### src/design/smsp_regs.svh
// constants of the servo mode select and pulse input block
// assumes a 20 MHz sys_clk; times in ns, counts derived from the period
`ifndef SMSP_REGS_SVH
`define SMSP_REGS_SVH
`define SMSP_CLK_NS 50
`define SMSP_PULSE_CFG_ADDR 16'h0100
`define SMSP_MODE_PARAM_ADDR 16'h0102
`define SMSP_PULSE_CFG_RST 16'h0002
`define SMSP_PULSE_CFG_MAX 16'h1142
`define SMSP_MODE_RST 8'h00
`define SMSP_PTYPE_LSB 0
`define SMSP_FILT_LSB 4
`define SMSP_LOGIC_LSB 8
`define SMSP_SRC_LSB 12
`define SMSP_FILT_OFF 4'h4
`define SMSP_T_HS0_NS 150
`define SMSP_T_HS1_NS 600
`define SMSP_T_HS2_NS 1200
`define SMSP_T_HS3_NS 2400
`define SMSP_T_LS0_NS 600
`define SMSP_T_LS1_NS 2400
`define SMSP_T_LS2_NS 4800
`define SMSP_T_LS3_NS 9600
`define SMSP_CYC(t) (((t) + `SMSP_CLK_NS - 1) / `SMSP_CLK_NS)
`endif

### src/design/smsp_pkg.sv
// types of the servo mode select and pulse input block
// sets the mode and pulse type codes here; other numeric constants come from smsp_regs.svh
package smsp_pkg;
    typedef enum logic [7:0] {
        SMSP_PULSE_POS = 8'h00,
        SMSP_SPEED = 8'h02,
        SMSP_TORQUE = 8'h03,
        SMSP_SPEED_REG = 8'h04,
        SMSP_TORQUE_REG = 8'h05,
        SMSP_POS_SPEED = 8'h06,
        SMSP_POS_TORQUE = 8'h07,
        SMSP_SPEED_TORQUE = 8'h0a
    } smsp_mode_e;
    typedef enum logic [3:0] {
        SMSP_QUAD = 4'h0,
        SMSP_CWCCW = 4'h1,
        SMSP_PULSE_DIR = 4'h2
    } smsp_ptype_e;
    typedef struct packed {
        logic [3:0] source;
        logic [3:0] logic_type;
        logic [3:0] filter;
        logic [3:0] ptype;
    } smsp_cfg_s;
    typedef struct packed {
        logic pos_active;
        logic speed_active;
        logic torque_active;
        logic analog_en;
        logic [1:0] reg_set;
        logic mode_fault;
    } smsp_ctl_s;
endpackage : smsp_pkg

### src/design/smsp_top.sv
// control mode selection and pulse command front end of a servo drive
// assumes synchronous pins, a parameter port, and an outside store that keeps
// the control mode across power cycles
`include "smsp_regs.svh"
// ****************************************
// glitch filter for one pulse line
// ****************************************
module smsp_filter (
    // clock and reset
    input wire logic sys_clk,
    input wire logic arst_n,
    // line
    input wire logic line_in,
    input wire logic bypass,
    input wire logic [7:0] min_cyc,
    output logic line_out
);
    logic [7:0] cnt;
    logic [7:0] next_cnt;
    logic next_line_out;
    always_comb begin
        next_cnt = 8'h00;
        next_line_out = line_out;
        if (bypass) begin
            next_line_out = line_in;
        end else if (line_in != line_out) begin
            if (cnt >= min_cyc - 8'h01) begin
                next_line_out = line_in;
            end else begin
                next_cnt = cnt + 8'h01;
            end
        end
    end

    always_ff @(posedge sys_clk or negedge arst_n) begin
        if (!arst_n) begin
            cnt <= 8'h00;
            line_out <= 1'b0;
        end else begin
            cnt <= next_cnt;
            line_out <= next_line_out;
        end
    end
endmodule : smsp_filter
module smsp_top #(
    parameter int CNT_W = 32
) (
    // clock and reset
    input wire logic sys_clk,
    input wire logic arst_n,
    // parameter port
    input wire logic par_wr,
    input wire logic [15:0] par_addr,
    input wire logic [15:0] par_wdata,
    output logic [15:0] par_rdata,
    // persisted control mode
    input wire logic [7:0] stored_mode,
    output logic stored_mode_wr,
    output logic [7:0] stored_mode_data,
    // digital inputs
    input wire logic servo_on_input,
    input wire logic mode_switch_input,
    input wire logic [1:0] reg_set_input,
    // pulse lines
    input wire logic pulse_a,
    input wire logic pulse_b,
    // control results
    output smsp_pkg::smsp_ctl_s ctl,
    output logic [7:0] active_mode,
    output logic signed [CNT_W-1:0] pos_count,
    output logic count_up,
    output logic count_dn
);
    // ****************************************
    // parameters and mode capture
    // ****************************************
    smsp_pkg::smsp_cfg_s cfg;
    smsp_pkg::smsp_cfg_s next_cfg;
    logic [7:0] mode_param;
    logic [7:0] next_mode_param;
    logic [7:0] next_active_mode;
    logic loaded;
    logic next_stored_mode_wr;
    always_comb begin
        next_cfg = cfg;
        next_mode_param = mode_param;
        next_stored_mode_wr = 1'b0;
        next_active_mode = active_mode;
        if (!loaded) begin
            next_active_mode = stored_mode;
            next_mode_param = stored_mode;
        end else if (par_wr && par_addr == `SMSP_PULSE_CFG_ADDR &&
                     par_wdata <= `SMSP_PULSE_CFG_MAX) begin
            next_cfg = par_wdata;
        end else if (par_wr && par_addr == `SMSP_MODE_PARAM_ADDR && !servo_on_input) begin
            // mode is only persisted here; the running mode never moves
            next_mode_param = par_wdata[7:0];
            next_stored_mode_wr = 1'b1;
        end
    end

    always_ff @(posedge sys_clk or negedge arst_n) begin
        if (!arst_n) begin
            cfg <= `SMSP_PULSE_CFG_RST;
            mode_param <= `SMSP_MODE_RST;
            active_mode <= `SMSP_MODE_RST;
            loaded <= 1'b0;
            stored_mode_wr <= 1'b0;
        end else begin
            cfg <= next_cfg;
            mode_param <= next_mode_param;
            active_mode <= next_active_mode;
            loaded <= 1'b1;
            stored_mode_wr <= next_stored_mode_wr;
        end
    end
    assign stored_mode_data = mode_param;
    always_comb begin
        case (par_addr)
            `SMSP_PULSE_CFG_ADDR: par_rdata = cfg;
            `SMSP_MODE_PARAM_ADDR: par_rdata = {8'h00, mode_param};
            default: par_rdata = 16'h0000;
        endcase
    end

    // ****************************************
    // mode decode
    // ****************************************
    smsp_pkg::smsp_ctl_s next_ctl;
    always_comb begin
        next_ctl = '0;
        next_ctl.reg_set = reg_set_input;
        case (active_mode)
            smsp_pkg::SMSP_PULSE_POS: next_ctl.pos_active = 1'b1;
            smsp_pkg::SMSP_SPEED: begin
                next_ctl.speed_active = 1'b1;
                next_ctl.analog_en = 1'b1;
            end
            smsp_pkg::SMSP_TORQUE: begin
                next_ctl.torque_active = 1'b1;
                next_ctl.analog_en = 1'b1;
            end
            smsp_pkg::SMSP_SPEED_REG: next_ctl.speed_active = 1'b1;
            smsp_pkg::SMSP_TORQUE_REG: next_ctl.torque_active = 1'b1;
            smsp_pkg::SMSP_POS_SPEED: begin
                next_ctl.pos_active = !mode_switch_input;
                next_ctl.speed_active = mode_switch_input;
                next_ctl.analog_en = mode_switch_input;
            end
            smsp_pkg::SMSP_POS_TORQUE: begin
                next_ctl.pos_active = !mode_switch_input;
                next_ctl.torque_active = mode_switch_input;
                next_ctl.analog_en = mode_switch_input;
            end
            smsp_pkg::SMSP_SPEED_TORQUE: begin
                next_ctl.speed_active = !mode_switch_input;
                next_ctl.torque_active = mode_switch_input;
                next_ctl.analog_en = 1'b1;
            end
            default: next_ctl.mode_fault = 1'b1;
        endcase
    end

    always_ff @(posedge sys_clk or negedge arst_n) begin
        if (!arst_n) begin
            ctl <= '0;
        end else begin
            ctl <= next_ctl;
        end
    end

    // ****************************************
    // pulse front end
    // ****************************************
    logic [1:0] line_s;
    logic [1:0] next_line_s;
    logic [1:0] line_f;
    logic [1:0] line_d;
    logic [7:0] min_cyc;
    logic bypass;
    // polarity applied at the pin register; 20 MHz sampling bounds the rate
    assign next_line_s = {pulse_b, pulse_a} ^ {2{cfg.logic_type[0]}};
    always_comb begin
        bypass = 1'b0;
        min_cyc = 8'h01;
        case ({cfg.source[0], cfg.filter})
            5'h10: min_cyc = 8'(`SMSP_CYC(`SMSP_T_HS0_NS));
            5'h11: min_cyc = 8'(`SMSP_CYC(`SMSP_T_HS1_NS));
            5'h12: min_cyc = 8'(`SMSP_CYC(`SMSP_T_HS2_NS));
            5'h13: min_cyc = 8'(`SMSP_CYC(`SMSP_T_HS3_NS));
            5'h00: min_cyc = 8'(`SMSP_CYC(`SMSP_T_LS0_NS));
            5'h01: min_cyc = 8'(`SMSP_CYC(`SMSP_T_LS1_NS));
            5'h02: min_cyc = 8'(`SMSP_CYC(`SMSP_T_LS2_NS));
            5'h03: min_cyc = 8'(`SMSP_CYC(`SMSP_T_LS3_NS));
            default: bypass = 1'b1;
        endcase
    end

    for (genvar i = 0; i < 2; i++) begin : g_flt
        smsp_filter u_flt (
            .sys_clk(sys_clk),
            .arst_n(arst_n),
            .line_in(line_s[i]),
            .bypass(bypass),
            .min_cyc(min_cyc),
            .line_out(line_f[i])
        );
    end
    // ****************************************
    // pulse decode and position count
    // ****************************************
    logic inc;
    logic dec;
    logic signed [CNT_W-1:0] next_pos_count;
    logic [1:0] chg;
    logic [1:0] rise;
    assign chg = line_f ^ line_d;
    assign rise = line_f & ~line_d;
    always_comb begin
        inc = 1'b0;
        dec = 1'b0;
        case (cfg.ptype)
            smsp_pkg::SMSP_QUAD: begin
                // a edge with a != b means a leads: forward
                inc = (chg[0] && (line_f[0] != line_f[1])) ||
                      (chg[1] && (line_f[0] == line_f[1]));
                dec = (chg[0] && (line_f[0] == line_f[1])) ||
                      (chg[1] && (line_f[0] != line_f[1]));
                // both phases moving in one sample carry no direction
                if (chg == 2'b11) {inc, dec} = 2'b00;
            end
            smsp_pkg::SMSP_CWCCW: begin
                inc = rise[0] && !rise[1];
                dec = rise[1] && !rise[0];
            end
            smsp_pkg::SMSP_PULSE_DIR: begin
                inc = rise[0] && !line_f[1];
                dec = rise[0] && line_f[1];
            end
            default: ;
        endcase
        inc = inc && ctl.pos_active;
        dec = dec && ctl.pos_active;
        next_pos_count = pos_count;
        if (inc) begin
            next_pos_count = pos_count + CNT_W'(1);
        end else if (dec) begin
            next_pos_count = pos_count - CNT_W'(1);
        end
    end

    always_ff @(posedge sys_clk or negedge arst_n) begin
        if (!arst_n) begin
            line_s <= 2'h0;
            line_d <= 2'h0;
            pos_count <= '0;
            count_up <= 1'b0;
            count_dn <= 1'b0;
        end else begin
            line_s <= next_line_s;
            line_d <= line_f;
            pos_count <= next_pos_count;
            count_up <= inc;
            count_dn <= dec;
        end
    end
endmodule : smsp_top

### config.mk
export PLATFORM = sky130hd
export DESIGN_NAME = smsp_top
export DESIGN_NICKNAME = d
export VERILOG_FILES = /design/src/design/smsp_pkg.sv /design/src/design/smsp_top.sv
export VERILOG_INCLUDE_DIRS = /design/src /design/src/design
export SDC_FILE = /design/constraint.sdc
export NUM_CORES = 1
export LEC_CHECK = 0
export ABC_AREA = 1
export BUFFER_PORTS_ARGS = -buffer_cell sky130_fd_sc_hd__buf_2
export CAP_MARGIN = 15
export CORE_ASPECT_RATIO = 1.75
export CORE_MARGIN = 5
export CORE_UTILIZATION = 55
export CTS_CLUSTER_SIZE = 28
export DETAILED_ROUTE_END_ITERATION = 8
export PLACE_DENSITY_LB_ADDON = 0.25
export SYNTH_ARGS = -nofsm -noshare
export SYNTH_HDL_FRONTEND = slang
export SYNTH_SLANG_ARGS = --single-unit
### constraint.sdc
create_clock -name sys_clk -period 6.4 [get_ports sys_clk]
set_input_delay 1.92 -clock sys_clk [delete_from_list [all_inputs] [get_ports sys_clk]]
set_output_delay 1.92 -clock sys_clk [all_outputs]
set_load 0.005 [all_outputs]
==> flow_metrics.env <==
export IMPL_maxCapViolCount=0
export IMPL_place_port_buffers=122
export IMPL_htreeDepth=3
export IMPL_hpwl_um=14400
export IMPL_critPathArrivalTime_ns=3.31
export IMPL_wl_met1_um=6590
export IMPL_finalNetCount=1256
export IMPL_grt_pass1_wl_um=30700
export IMPL_p_clk_share_pct=16.4
export IMPL_switchingPower_uw=1780
export IMPL_remaining_drc_errors=0
export IMPL_power_leakage_uw=0.00489
export IMPL_path_class="primary input to output pin"
export IMPL_wire_per_inst_um=13.7
export IMPL_synth_ff_type="dfrtp_1"
export IMPL_initial_core_util_pct=55.5
export IMPL_final_period_utilization_pct=81.7
export IMPL_fillCellCount=1209
export IMPL_drive_gt1_share_pct=15.7
export IMPL_highest_layer="met4"
export IMPL_gp_congestion=0.969
export IMPL_report_final_hold_viol_count=0
export IMPL_postCtsSetupBuffers=0
export IMPL_hold_slack_ns=0.473
export IMPL_grt_start_max_net_pins=63
export IMPL_regToRegSetupSlack_ns=2.74
export IMPL_endpoint_kind="output pin"
export IMPL_antennaDiodeCount=0
export IMPL_synthesis_area_um2=7140
export IMPL_synth_most_common_cell="nand2_1"
export IMPL_core_area_um2=12900
export IMPL_worstSetupStartpoint="par_addr[0]"
export IMPL_avgSynthCellArea_um2=6.86
export IMPL_rows=55
export IMPL_maxSlewViolCount=0
export IMPL_antenna_found_initial=0
export IMPL_cts_tree="done"
export IMPL_clk_pin_slew_ns=0.07
export IMPL_hold_class="flop to flop"
export IMPL_ys_async_sr_fraction_pct=100
export IMPL_ctsHoldBuffers=0
export IMPL_grt_pass1_vias=7004
export IMPL_r2r_start="g_flt[1].u_flt.line_out"
export IMPL_via_count=6886
export IMPL_synth_top_area_cell="dfrtp_1"
export IMPL_ys_seq_elements=97
export IMPL_p_comb_share_pct=62.4
export IMPL_dr_pass1_iters=5
export IMPL_r2r_cells=15
export IMPL_drt_initial_drc_count=244
export IMPL_power_frac_seq_pct=21.2
export IMPL_r2r_end="pos_count[28]"
export IMPL_cts_max_path_buffers=2
export IMPL_syn2layout_area_growth_pct=14.3
export IMPL_crit_required_ns=4.48
export IMPL_fmax_mhz=191
export IMPL_synth_cell_types=42
export IMPL_synth_area_top_cells="dfrtp_1, nand2_1, inv_1, ha_1, nand3_1"
export IMPL_p_int_uw=1730
export IMPL_synth_edf_count=0
export IMPL_synth_top_area_share_pct=33.6
export IMPL_fp_dieH_um=161
export IMPL_groute_usage_overall_pct=24.9
export IMPL_cts_repair_resized=0
export IMPL_die_w_um=96.1
export IMPL_worst_slew_pin_slew_ns=0.844
export IMPL_finalSetupTns_ns=0
export IMPL_seq_area_frac_synth_pct=34.0
export IMPL_fin_skew_ns=0.0104
export IMPL_route_met3_wl_um=717
export IMPL_syn_inst=1041
export IMPL_met2WireLength_um=9810
export IMPL_dieArea_um2=15500
export IMPL_yosys_warnings=0
export IMPL_relSlewSlack_pct=43.6
export IMPL_fin_area_um2=8160
export IMPL_root_buffer="clkbuf_16"
export IMPL_crit_path_end="par_rdata[4]"
export IMPL_synth_nets=1137
export IMPL_rsz0062_at_grt="false"
export IMPL_overflow=0
export IMPL_boundaryPins=123
export IMPL_wirelength_um=18200
export IMPL_p_sw_share_pct=50.7
export IMPL_ant_nets=0
export IMPL_setup_violations=0
export IMPL_cts_buffers=9
export IMPL_vias_per_cell=5.15
export IMPL_critPathMaxFanout=16
export IMPL_power_density_nw_per_um2=430
export IMPL_period_needed_ns=5.23
export IMPL_clk_insertion_delay_late_ns=0.35
export IMPL_cts_sinks=97
export IMPL_ys_top_cells_by_count="nand2_1, inv_1, dfrtp_1"
export IMPL_ir_worst_vdd_mv=0.184
export IMPL_startpoint_type="primary input"
export IMPL_status="finished, final reports clean"
export IMPL_place_area_um2=7850
[cell usage in the layout, fill, tap and decap left out, drive strengths merged, types with 2 or more instances in the layout]
cell type,count
ha,46
and2,2
a21o,2
o22ai,8
inv,179
or2,2
xor2,13
o21bai,2
o211ai,2
dfrtp,96
xnor2,15
buf,123
a31oi,2
clkinvlp,2
nand3b,13
nand4,26
a21oi,26
o21ai,46
clkbuf,9
nand2,366
nand3,70
nor2,95
a211oi,2
nor3,12
[cells by family after synthesis]
family,synth area share [%]
other cells,0.0525
buf+inv,11.2
compound gates,7.50
simple gates,35.5
xor+xnor,3.43
fa+ha+maj,8.34
flops,34.0
[how the worst min path moves through the flow]
stage	from	to	slack (ns)	cells past startpoint
3_5_place_dp	cfg[13]	cfg[13]	0.46	2
2_1_floorplan	g_flt[1].u_flt.line_out	line_d[1]	0.40	0
4_1_cts	cfg[13]	cfg[13]	0.48	2
5_1_grt	cfg[15]	cfg[15]	0.51	2
3_3_place_gp	cfg[15]	cfg[15]	0.45	2
6_report	cfg[13]	cfg[13]	0.47	2
[stage by stage]
step	total power, µW	utilization [%]	setup slack, ns	cells
after global routing	3830	63.4	1.01	1336
final	3510	63.4	1.17	1336
after CTS	3500	63.4	1.15	1336
after floorplan	2350	-	1.69	1041
after detailed placement	2910	61.0	1.16	1320
after global placement	2870	61.0	1.29	1320
[registers in the layout, indices dropped and copies added (netlist names)]
signal,count
active_mode,8
cfg,16
count_dn,1
count_up,1
ctl,7
g_flt.u_flt.cnt,16
g_flt.u_flt.line_out,2
line_d,2
line_s,2
loaded,1
pos_count,32
stored_mode_data,8
stored_mode_wr,1
[routing by layer]
metal  GRT usage, %  vias to the layer above
met5              0                        -
met4           14.8                        0
met3           3.94                       70
met2           45.6                      186
met1           25.4                     3116
li1               -                     3514
[power by group through the flow]
stage / clock network [µW] / registers [µW] / logic, µW
4_1_cts: 586 / 744 / 2170
6_report: 575 / 744 / 2190
5_1_grt: 613 / 755 / 2470
2_1_floorplan: 0 / 750 / 1600
3_3_place_gp: 0 / 755 / 2120
3_5_place_dp: 0 / 756 / 2150
[critical path: stages]
cell and delay, ns:
buf_2 0.11, nor4_2 0.31, nand3_1 0.50, o22ai_1 0.30, buf_2 0.16
[cell type report]
| type | count | area (µm²) | share of cell area (%) |
|---|---|---|---|
| Inverter | 176 | 668 | 8.19 |
| Timing Repair Buffer | 123 | 621 | 7.60 |
| Clock inverter | 7 | 87.6 | 1.07 |
| Sequential cell | 97 | 2430 | 29.8 |
| Clock buffer | 9 | 225 | 2.76 |
| Multi-Input combinational cell | 753 | 3920 | 48.0 |
| Tap cell | 171 | 214 | 2.62 |
Power figures use the tool's default switching activity.
